<file path="src/prsc_pkg.sv">
package prsc_pkg;
  // Register offsets
  localparam logic [7:0] PRSC_OFS_PHASE = 8'h6a;
  localparam logic [7:0] PRSC_OFS_MODE = 8'h6b;
  localparam logic [7:0] PRSC_OFS_RANGE = 8'h6c;
  localparam logic [7:0] PRSC_OFS_DIV = 8'h6d;
  localparam logic [7:0] PRSC_OFS_STEP = 8'h6e;
  // Reset values
  localparam logic [7:0] PRSC_RST_PHASE = 8'h00;
  localparam logic [7:0] PRSC_RST_MODE = 8'h00;
  localparam logic [7:0] PRSC_RST_RANGE = 8'h00;
  localparam logic [7:0] PRSC_RST_DIV = 8'h50;
  localparam logic [7:0] PRSC_RST_STEP = 8'h11;
  // Field positions: ramp_phase_setup
  localparam int PRSC_B_LOCK = 0;
  localparam int PRSC_B_FRAME_ALIGN = 1;
  localparam int PRSC_B_PHASE_LO = 2;
  // Field positions: spread_mode_setup
  localparam int PRSC_B_TRI_ON = 0;
  localparam int PRSC_B_RDM_ON = 1;
  localparam int PRSC_B_HAND = 4;
  localparam int PRSC_B_HALVE = 5;
  // Field positions: spread_range_setup, triangle_step_setup
  localparam int PRSC_B_RDM_LO = 4;
  localparam int PRSC_B_TRI_LO = 0;
  localparam int PRSC_B_FALL_LO = 4;
  localparam int PRSC_B_RISE_LO = 0;
  // Manual-mode ramp frequency numerator, Hz
  localparam int PRSC_MANUAL_NUM_HZ = 61440000;
  // Period counter width
  localparam int PRSC_CW = 12;
  // Random seed, arbitrary nonzero
  localparam logic [15:0] PRSC_LFSR_SEED = 16'hace1;
endpackage

</file>
<file path="src/prsc_ctrl.sv">
`timescale 1ns/100ps
module prsc_ctrl
  import prsc_pkg::*;
#(
  parameter int NOMINAL_PERIOD = 160,
  parameter int TRI_SPAN_UNIT = 8
) (
  // Clock and reset
  input wire logic i_clk,
  input wire logic i_sys_rst,
  // Register port
  input wire logic [7:0] i_reg_addr,
  input wire logic i_reg_wr,
  input wire logic [7:0] i_reg_wdata,
  output logic [7:0] o_reg_rdata,
  // Device state and timing pins
  input wire logic i_output_active,
  input wire logic i_phase_sync,
  input wire logic i_frame_sync,
  // Ramp outputs
  output logic o_ramp_tick,
  output logic [PRSC_CW-1:0] o_ramp_count,
  output logic [PRSC_CW-1:0] o_ramp_period,
  output logic [1:0] o_active_phase
);
  localparam logic [PRSC_CW-1:0] NOM = PRSC_CW'(NOMINAL_PERIOD);

  logic [7:0] phase_q, mode_q, range_q, div_q, step_q;
  logic [1:0] phase_used_q;
  logic [2:0] psync_q, fsync_q;
  logic half_en_q;
  logic [PRSC_CW-1:0] cnt_q, per_q, tri_q;
  logic tri_down_q;
  logic [15:0] rnd;

  ////////////////////////////////////////////////////////////////////////////
  // Registers

  always_ff @(posedge i_clk) begin
    if (i_sys_rst) begin
      phase_q <= PRSC_RST_PHASE;
      mode_q <= PRSC_RST_MODE;
      range_q <= PRSC_RST_RANGE;
      div_q <= PRSC_RST_DIV;
      step_q <= PRSC_RST_STEP;
    end else if (i_reg_wr) begin
      // Reserved bits are stored and read back but steer nothing
      case (i_reg_addr)
        PRSC_OFS_PHASE: phase_q <= i_reg_wdata;
        PRSC_OFS_MODE: mode_q <= i_reg_wdata;
        PRSC_OFS_RANGE: range_q <= i_reg_wdata;
        PRSC_OFS_DIV: div_q <= i_reg_wdata;
        PRSC_OFS_STEP: step_q <= i_reg_wdata;
        default: ;
      endcase
    end
  end

  always_comb begin
    case (i_reg_addr)
      PRSC_OFS_PHASE: o_reg_rdata = phase_q;
      PRSC_OFS_MODE: o_reg_rdata = mode_q;
      PRSC_OFS_RANGE: o_reg_rdata = range_q;
      PRSC_OFS_DIV: o_reg_rdata = div_q;
      PRSC_OFS_STEP: o_reg_rdata = step_q;
      default: o_reg_rdata = 8'h00;
    endcase
  end

  wire lock_on = phase_q[PRSC_B_LOCK];
  wire align_on = phase_q[PRSC_B_FRAME_ALIGN];
  wire tri_on = mode_q[PRSC_B_TRI_ON];
  wire rdm_on = mode_q[PRSC_B_RDM_ON];
  wire hand = mode_q[PRSC_B_HAND];
  wire halve = mode_q[PRSC_B_HALVE];
  wire [2:0] rdm_rng = range_q[PRSC_B_RDM_LO +: 3];
  wire [3:0] tri_set = range_q[PRSC_B_TRI_LO +: 4];
  wire [3:0] fall_inc = step_q[PRSC_B_FALL_LO +: 4];
  wire [3:0] rise_inc = step_q[PRSC_B_RISE_LO +: 4];

  ////////////////////////////////////////////////////////////////////////////
  // Phase choice is frozen while the output stage is active, so a late
  // write cannot make the carrier jump mid-play

  always_ff @(posedge i_clk) begin
    if (i_sys_rst) begin
      phase_used_q <= 2'h0;
    end else if (!i_output_active) begin
      phase_used_q <= phase_q[PRSC_B_PHASE_LO +: 2];
    end
  end

  ////////////////////////////////////////////////////////////////////////////
  // Pin synchronisers; bit 0 is the metastable stage

  always_ff @(posedge i_clk) begin
    if (i_sys_rst) begin
      psync_q <= 3'h0;
      fsync_q <= 3'h0;
    end else begin
      psync_q <= {psync_q[1:0], i_phase_sync};
      fsync_q <= {fsync_q[1:0], i_frame_sync};
    end
  end

  wire psync_rise = psync_q[1] & ~psync_q[2];
  wire fsync_rise = fsync_q[1] & ~fsync_q[2];
  wire restart = (lock_on & psync_rise) | (align_on & fsync_rise);

  ////////////////////////////////////////////////////////////////////////////
  // Source clock enable: every cycle, or every other in halved manual mode

  always_ff @(posedge i_clk) begin
    if (i_sys_rst) begin
      half_en_q <= 1'b0;
    end else begin
      half_en_q <= ~half_en_q;
    end
  end

  wire src_en = !(hand && halve) || half_en_q;

  ////////////////////////////////////////////////////////////////////////////
  // Spread offsets

  // Base period counts source clocks: 61.44 MHz / N in manual mode
  wire [PRSC_CW-1:0] base = hand ? PRSC_CW'(div_q) : NOM;
  wire [3:0] up_step = hand ? rise_inc
                            : {2'b00, tri_set[1:0]} + 4'h1;
  wire [3:0] dn_step = hand ? fall_inc
                            : {2'b00, tri_set[1:0]} + 4'h1;
  wire [PRSC_CW-1:0] tri_lim =
    PRSC_CW'(({2'b00, tri_set[3:2]} + 4'h1) * TRI_SPAN_UNIT);
  wire [6:0] rdm_mask = 7'((8'h01 << rdm_rng) - 8'h01);
  wire [PRSC_CW-1:0] rdm_ofs =
    rdm_on ? PRSC_CW'(rnd[6:0] & rdm_mask) : '0;
  wire [PRSC_CW-1:0] tri_ofs = tri_on ? tri_q : '0;

  wire wrap = src_en && (cnt_q >= per_q - PRSC_CW'(1));

  prsc_lfsr #(
    .W(16)
  ) u_lfsr (
    .i_clk(i_clk),
    .i_sys_rst(i_sys_rst),
    .i_step(wrap),
    .o_value(rnd)
  );

  always_ff @(posedge i_clk) begin
    if (i_sys_rst || !tri_on) begin
      tri_q <= '0;
      tri_down_q <= 1'b0;
    end else if (wrap) begin
      if (!tri_down_q) begin
        if (tri_q + PRSC_CW'(up_step) >= tri_lim) begin
          tri_q <= tri_lim;
          tri_down_q <= 1'b1;
        end else begin
          tri_q <= tri_q + PRSC_CW'(up_step);
        end
      end else begin
        if (tri_q <= PRSC_CW'(dn_step)) begin
          tri_q <= '0;
          tri_down_q <= 1'b0;
        end else begin
          tri_q <= tri_q - PRSC_CW'(dn_step);
        end
      end
    end
  end

  ////////////////////////////////////////////////////////////////////////////
  // Ramp counter; period is only reloaded at a wrap so a ramp never tears

  // A period of zero would wrap the compare to 4095 and run a 4096-count ramp, so treat it as one
  wire [PRSC_CW-1:0] next_per_raw = base + tri_ofs + rdm_ofs;
  wire [PRSC_CW-1:0] next_per =
    (next_per_raw == '0) ? PRSC_CW'(1) : next_per_raw;
  wire [PRSC_CW+1:0] ofs_prod = per_q * phase_used_q;
  wire [PRSC_CW-1:0] phase_ofs = ofs_prod[PRSC_CW+1:2];

  always_ff @(posedge i_clk) begin
    if (i_sys_rst) begin
      cnt_q <= '0;
      per_q <= NOM;
      o_ramp_tick <= 1'b0;
    end else begin
      o_ramp_tick <= wrap;
      if (restart) begin
        cnt_q <= phase_ofs;
      end else if (wrap) begin
        cnt_q <= '0;
        per_q <= next_per;
      end else if (src_en) begin
        cnt_q <= cnt_q + PRSC_CW'(1);
      end
    end
  end

  // Free-running ramps start from zero on leaving reset and take the phase
  // only through restart; without sync the offset is relative to nothing.
  assign o_ramp_count = cnt_q;
  assign o_ramp_period = per_q;
  assign o_active_phase = phase_used_q;
endmodule

</file>
<file path="src/prsc_lfsr.sv">
`timescale 1ns/100ps
module prsc_lfsr
  import prsc_pkg::*;
#(
  parameter int W = 16
) (
  // Clock and reset
  input wire logic i_clk,
  input wire logic i_sys_rst,
  // Advance strobe and state
  input wire logic i_step,
  output logic [W-1:0] o_value
);
  logic [W-1:0] lfsr_q;
  logic fb;

  // Taps 16,15,13,4 give a maximal sequence
  assign fb = lfsr_q[W-1] ^ lfsr_q[W-2] ^ lfsr_q[W-4] ^ lfsr_q[3];

  always_ff @(posedge i_clk) begin
    if (i_sys_rst) begin
      lfsr_q <= PRSC_LFSR_SEED[W-1:0];
    end else if (i_step) begin
      lfsr_q <= {lfsr_q[W-2:0], fb};
    end
  end

  assign o_value = lfsr_q;
endmodule

</file>
<file path="config.mk">
export PLATFORM = sky130hd
export DESIGN_NAME = prsc_ctrl
export DESIGN_NICKNAME = d
export VERILOG_FILES = /design/src/prsc_pkg.sv /design/src/prsc_ctrl.sv /design/src/prsc_lfsr.sv
export SDC_FILE = /design/constraint.sdc
export NUM_CORES = 1
export LEC_CHECK = 0
export ABC_CLOCK_PERIOD_IN_PS = 4900
export BUFFER_PORTS_ARGS = -buffer_cell sky130_fd_sc_hd__buf_2
export CORE_ASPECT_RATIO = 0.6
export CORE_UTILIZATION = 50
export CTS_CLUSTER_DIAMETER = 150
export DETAILED_ROUTE_END_ITERATION = 12
export PLACE_DENSITY_LB_ADDON = 0.3
export SLEW_MARGIN = 40
export SYNTH_ARGS = -nofsm -noshare
export SYNTH_HDL_FRONTEND = slang
export SYNTH_SLANG_ARGS = --single-unit
</file>
<file path="constraint.sdc">
create_clock -name i_clk -period 4.9 [get_ports i_clk]
set_input_delay 0.98 -clock i_clk [delete_from_list [all_inputs] [get_ports i_clk]]
set_output_delay 0.98 -clock i_clk [all_outputs]
set_load 0.05 [all_outputs]
</file>
==> flow_metrics.tcl, run 1 <==
set metrics [dict create \
    rrSetupSlack_ps 1010 \
    fmax_mhz 257 \
    ios 57 \
    rsz0062_at_grt "no" \
    yosys_register_bits 103 \
    layout_common_cells "103 x dfxtp_1, 96 x nand2_1, 82 x nor2_1" \
    path_class "flip-flop to flip-flop" \
    tns_ps 0 \
    endpoint_kind "flip-flop" \
    r2r-end "tri_q[5]$_SDFFE_PP0P_" \
    start_util_pct 51.3 \
    drv_slew 0 \
    crit_arrival_ps 4190 \
    fill_cells 1285 \
    total_power_mw 1.70 \
    hold_path_class "flip-flop to flip-flop" \
    pwr-share-clk_pct 45.9 \
    final-hold-violation-count 0 \
    synthCells 864 \
    min_delay_path_depth 1 \
    first_iter_violations 683 \
    remaining_drc_errors 0 \
    clk-insertion-delay-late_ps 360 \
    cp-start-kind "flip-flop" \
    sw_frac_of_total_pct 24.9 \
    synth_enable_flop_cells 0 \
    ys.flop_type "dfxtp_1" \
    tightest_slew_ps 794 \
    grt_usage_pct 27.6 \
    drive_above_1_share_pct 12.6 \
    final_common_cell "dfxtp_1" \
    post-place-ws_ps 1100 \
    routed_wl_mm 19.1 \
    power.internal_mw 1.28 \
    dieWidth_um 155 \
    gr-total-overflow 0 \
    rr_startpoint "mode_q[4]$_SDFFE_PP0P_" \
    crit_path_end "tri_q[5]$_SDFFE_PP0P_" \
    grt_max_degree 52 \
    switchingPower_mw 0.424 \
    final.min_clock_period_ps 3890 \
    clk_pin_slew_ps 80 \
    cpLargestDelayFamily "compound AO/OA/AOI/OAI gates" \
    cp_num_buf_inv 0 \
    antenna_found_initial 0 \
    syn_to_final_growth_pct 10.2 \
    die-area_mm2 0.0146 \
    ant_nets 0 \
    nets 977 \
    wl_per_cell_um 17.4 \
    dp_hpwl_mm 14.2 \
    io_buffers 56 \
    crit_cells 13 \
    htreeDepth 3 \
    fin_hold_ws_ps 439 \
    numCtsBuffers 9 \
    synth_cell_types 74 \
    setup_viol 0 \
    drt_pass1_iterations 5 \
    syn_area_per_cell_um2 8.14 \
    yosysSeqAreaShare_pct 29.3 \
    worstPathCellList "a21oi_1, ha_1, fa_1, a211oi_2, o21bai_1, xnor2_1, ha_1, o21ai_0, a31oi_1, a211oi_1, a21oi_1, o31ai_1, a32o_1" \
    status "complete, no violations" \
    grt_pass1_wl_mm 31.5 \
    dpl_cell_area_mm2 0.00743 \
    p_seq_share_pct 49.7 \
    worst-r2r-cell-count 13 \
    grt_pass1_vias 5840 \
    required_ps 5200 \
    vias 6440 \
    post_cts_buffers 0 \
    async_reset_ff_share_pct 0 \
    synth_area_leaders "dfxtp_1 29%, ha_1 8.2%, mux2i_1 6.0%" \
    max_stage_delay_ps 740 \
    cp_slowest_cell "dfxtp_1" \
    tritoncts "done" \
    final_area_mm2 0.00775 \
    hold_buffers 0 \
    period_share_pct 79.4 \
    cts_buffer_depth 2 \
    power_frac_comb_pct 4.3 \
    core_area_mm2 0.0137 \
    power_density_mw_per_mm2 220 \
    p_leak_nw 3.22 \
    die_h_um 93.9 \
    max_slew_margin_pct 47.1 \
    cap_violations 0 \
    synth_top_area_share_pct 29.3 \
    critPathLaunch "mode_q[4]$_SDFFE_PP0P_" \
    fin_ws_ps 1010 \
    cts_num_sinks 103 \
    gp_congestion 0.879 \
    rows 33 \
    vias_per_cell 5.88 \
    clockRootBuffer "clkbuf_16" \
    yosysWarnings 0 \
    cts-resized-gates 0 \
    syn_nets 943 \
    ir_drop_mv 0.179 \
    n_antenna_cell 0 \
    syn-cell-area_mm2 0.00703 \
    skew_ps 14.5 \
    synth_area_leader_cell "dfxtp_1" \
    path_max_fanout 21 \
]
[cells in the mapped netlist, drive strengths merged (3+ instances only)]
library cell	instances
a211o	7
a211oi	13
a21o	10
a21oi	62
a221oi	11
a22oi	6
a31oi	9
and2	24
and3	7
buf	9
clkbuf	31
dfxtp	103
fa	11
ha	46
inv	40
mux2	7
mux2i	42
nand2	97
nand2b	11
nand3	26
nand3b	14
nand4	6
nor2	84
nor2b	19
nor3	19
nor4	8
nor4b	3
o211ai	4
o21a	7
o21ai	48
o22ai	4
o31ai	4
or2	4
or3	9
or4	6
xnor2	24
xor2	9
[how the worst min path moves through the flow]
stage                                startpoint               endpoint
after floorplan            half_en_q$_SDFF_PP0_   half_en_q$_SDFF_PP0_
after global placement    fsync_q[0]$_SDFF_PP0_  fsync_q[1]$_SDFF_PP0_
after detailed placement  psync_q[0]$_SDFF_PP0_  psync_q[1]$_SDFF_PP0_
after CTS                 psync_q[0]$_SDFF_PP0_  psync_q[1]$_SDFF_PP0_
after global routing      psync_q[0]$_SDFF_PP0_  psync_q[1]$_SDFF_PP0_
final                     psync_q[0]$_SDFF_PP0_  psync_q[1]$_SDFF_PP0_
[cell type report]
type	instances	area, µm²	area share [%]
inverter	40	150	1.94
tap	192	240	3.10
multi-input combinational	681	4640	59.8
sequential	103	2060	26.6
clock inverter	7	97.6	1.26
timing repair buffer	63	337	4.34
clock buffer	9	225	2.91
[metal layers]
layer,vias up,track usage [%],part of all wire (%)
li1,3134,-,-
met4,0,5.03,0.70
met1,2976,44.5,52
met2,311,36.0,37
met3,19,6.04,10
met5,-,0,0
[kinds of logic (layout without fill, tap and decap cells)]
group                      count (synthesis)  count (layout)  synth area share, %
muxes                                     49              49                 7.10
adders and majority gates                 57              57                 11.3
buffers and inverters                     80             119                 4.84
and+or+nand+nor                          340             340                 24.5
AOI/OAI and AO/OA                        202             202                 18.8
xor gates and xnor gates                  33              33                 4.11
DFF                                      103             103                 29.3
[through the flow]
step / std cells / utilization [%]
after floorplan: 864 / -
after global placement: 1078 / 54.0
after detailed placement: 1079 / 54.2
after CTS: 1095 / 56.5
after global routing: 1095 / 56.5
final: 1095 / 56.5
[power groups by stage]
| stage | Clock [mW] | Combinational [mW] | Sequential [mW] |
|---|---|---|---|
| after floorplan | 0 | 0.0372 | 0.873 |
| after global placement | 0 | 0.0725 | 0.866 |
| after detailed placement | 0 | 0.0720 | 0.866 |
| after CTS | 0.789 | 0.0727 | 0.846 |
| after global routing | 0.822 | 0.0801 | 0.847 |
| final | 0.781 | 0.0738 | 0.846 |
[registers in the layout (all words and copies together) (netlist names), 8 cells and up]
register	cells
div_q	8
step_q	8
range_q	8
tri_q	12
phase_q	8
o_ramp_period	12
o_ramp_count	12
u_lfsr.o_value	16
mode_q	8
Note: power is estimated with default switching activity, not from simulation.
==> inputs of run 2 (changes only) <==
--- a/config.mk
+++ b/config.mk
@@ -5,7 +5,7 @@
 export SDC_FILE = /design/constraint.sdc
 export NUM_CORES = 1
 export LEC_CHECK = 0
-export ABC_CLOCK_PERIOD_IN_PS = 4900
+export ABC_CLOCK_PERIOD_IN_PS = 3300
 export BUFFER_PORTS_ARGS = -buffer_cell sky130_fd_sc_hd__buf_2
 export CORE_ASPECT_RATIO = 0.6
 export CORE_UTILIZATION = 50
==> constraint.sdc (replaced) <==
create_clock -name i_clk -period 3.3 [get_ports i_clk]
set_input_delay 0.66 -clock i_clk [delete_from_list [all_inputs] [get_ports i_clk]]
set_output_delay 0.66 -clock i_clk [all_outputs]
set_load 0.05 [all_outputs]
==> flow_metrics.tcl, run 2 (same netlist as run 1, synthesis figures left out) <==
set metrics [dict create \
    clockRootBuffer "clkbuf_16" \
    seqCellArea_mm2 0.00208 \
    ir_drop_mv 0.286 \
    layout_common_cells "94 x nand2_1, 94 x dfxtp_1, 82 x nor2_1" \
    drt_pass1_iterations 5 \
    vias 6550 \
    skew_ps 13.1 \
    p_leak_nw 3.43 \
    final.min_clock_period_ps 3200 \
    grt_usage_pct 27.3 \
    syn_to_final_growth_pct 16.2 \
    ios 57 \
    remaining_drc_errors 0 \
    antenna_found_initial 0 \
    core_area_mm2 0.0137 \
    dpl_cell_area_mm2 0.00774 \
    cts_num_sinks 103 \
    routed_wl_mm 19.4 \
    path_class "flip-flop to flip-flop" \
    clk-insertion-delay-late_ps 350 \
    fill_cells 1247 \
    power_frac_comb_pct 4.4 \
    use_met2_pct 34.9 \
    pwr-share-clk_pct 44.2 \
    numCtsBuffers 9 \
    max_slew_margin_pct 51.2 \
    fin_hold_ws_ps 432 \
    io_buffers 56 \
    setup_viol 0 \
    dieWidth_um 155 \
    tritoncts "done" \
    die-area_mm2 0.0146 \
    clk_pin_slew_ps 80 \
    cp-start-kind "flip-flop" \
    vias_per_cell 5.75 \
    rsz0062_at_grt "yes" \
    path_max_fanout 6 \
    stdcell_count 1139 \
    power_density_mw_per_mm2 298 \
    start_util_pct 51.3 \
    p_seq_share_pct 51.5 \
    cts_buffer_depth 2 \
    period_share_pct 96.8 \
    busiest_layer "met1" \
    wl_per_cell_um 17.0 \
    crit_arrival_ps 3440 \
    first_iter_violations 541 \
    required_ps 3550 \
    endpoint_kind "flip-flop" \
    largest_reg_flops 16 \
    hold_buffers 0 \
    sw_frac_of_total_pct 25.6 \
    status "complete, no violations" \
    dp_hpwl_mm 14.5 \
    power.internal_mw 1.81 \
    nets 1021 \
    n_antenna_cell 0 \
    final_area_mm2 0.00817 \
    grt_pass1_vias 5771 \
    drive_above_1_share_pct 20.1 \
    use_met1_pct 45.1 \
    fmax_mhz 313 \
    drv_slew 0 \
    cap_violations 0 \
    die_h_um 93.9 \
    gp_congestion 0.885 \
    switchingPower_mw 0.624 \
    gr-total-overflow 0 \
    tightest_slew_ps 727 \
    grt_pass1_wl_mm 31.2 \
    ant_nets 0 \
    grt_max_degree 55 \
    htreeDepth 3 \
    rows 33 \
    multiInputGateArea_mm2 0.00475 \
    grtUsageMet3_pct 5.67 \
    placed_cells 1120 \
    hold_path_class "flip-flop to flip-flop" \
    final-hold-violation-count 0 \
]
[run 2: cell types whose count changed in the layout (fill, tap and decap cells not counted), moves of 3 or more]
| cell | previous run | this run |
|---|---|---|
| a211oi_2 | 1 | 4 |
| buf_4 | 6 | 51 |
| ha_1 | 46 | 43 |
| dfxtp_2 | 0 | 8 |
| dfxtp_1 | 103 | 94 |
| o21ai_0 | 37 | 34 |
| a211oi_1 | 12 | 9 |
[run 2: layout make-up]
class | instances | share of cell area (%)
inverter | 40 | 1.84
clock buffer | 9 | 2.76
clock inverter | 7 | 0.811
tap | 192 | 2.94
timing repair buffer | 107 | 8.11
sequential | 103 | 25.4
multi-input combinational | 681 | 58.1
[run 2: repair_timing]
| item | 4_1_cts | 5_1_grt |
|---|---|---|
| pin swaps | 0 | 7 |
| setup buffers | 0 | 3 |
| resized for setup | 2 | 34 |
| setup endpoints to repair | 4 | 43 |
[run 2: worst paths after layout]
check / endpoint / start / slack, ps / cells past startpoint
worst min register to register: half_en_q$_SDFF_PP0_ / half_en_q$_SDFF_PP0_ / 430 / 1
worst max-delay path: tri_q[5]$_SDFFE_PP0P_ / range_q[0]$_SDFFE_PP0P_ / 100 / 14
worst min-delay path: half_en_q$_SDFF_PP0_ / half_en_q$_SDFF_PP0_ / 430 / 1
worst max register to register: tri_q[5]$_SDFFE_PP0P_ / range_q[0]$_SDFFE_PP0P_ / 100 / 14
[run 2: routing by layer]
layer  routed length, µm  up-vias
met5                   0        -
met4                 125        0
met3                1630       13
met2                7310      237
met1               10300     3080
li1                    -     3220
[run 2: power groups by stage]
stage	sequential, mW	combinational [mW]	clock (mW)
6_report	1.26	0.107	1.08
3_5_place_dp	1.29	0.104	0
3_3_place_gp	1.29	0.103	0
4_1_cts	1.26	0.105	1.08
2_1_floorplan	1.30	0.0552	0
5_1_grt	1.26	0.117	1.13
[run 2: metrics by stage]
| step | setup slack, ps | util (%) | setup TNS [ps] | power (mW) |
|---|---|---|---|---|
| floorplan | 19.2 | - | 0 | 1.35 |
| global placement | 30.8 | 56.4 | 0 | 1.39 |
| detailed placement | -84.7 | 56.4 | -214 | 1.39 |
| CTS | 1.45 | 58.6 | 0 | 2.44 |
| global route | -93.8 | 59.6 | -141 | 2.50 |
| finish | 105 | 59.6 | 0 | 2.44 |
[run 2: worst max-delay path, cell delays in order (launching register included)]
cell and delay [ps]:
dfxtp_2 340, ha_1 290, nand2b_1 100, nand2_2 80
ha_1 310, a21o_1 190, a21oi_1 190, xor2_1 240
ha_1 270, nand3_1 70, a31oi_1 120, a211o_2 380
nor3_2 200, o31ai_1 90, a32o_1 220
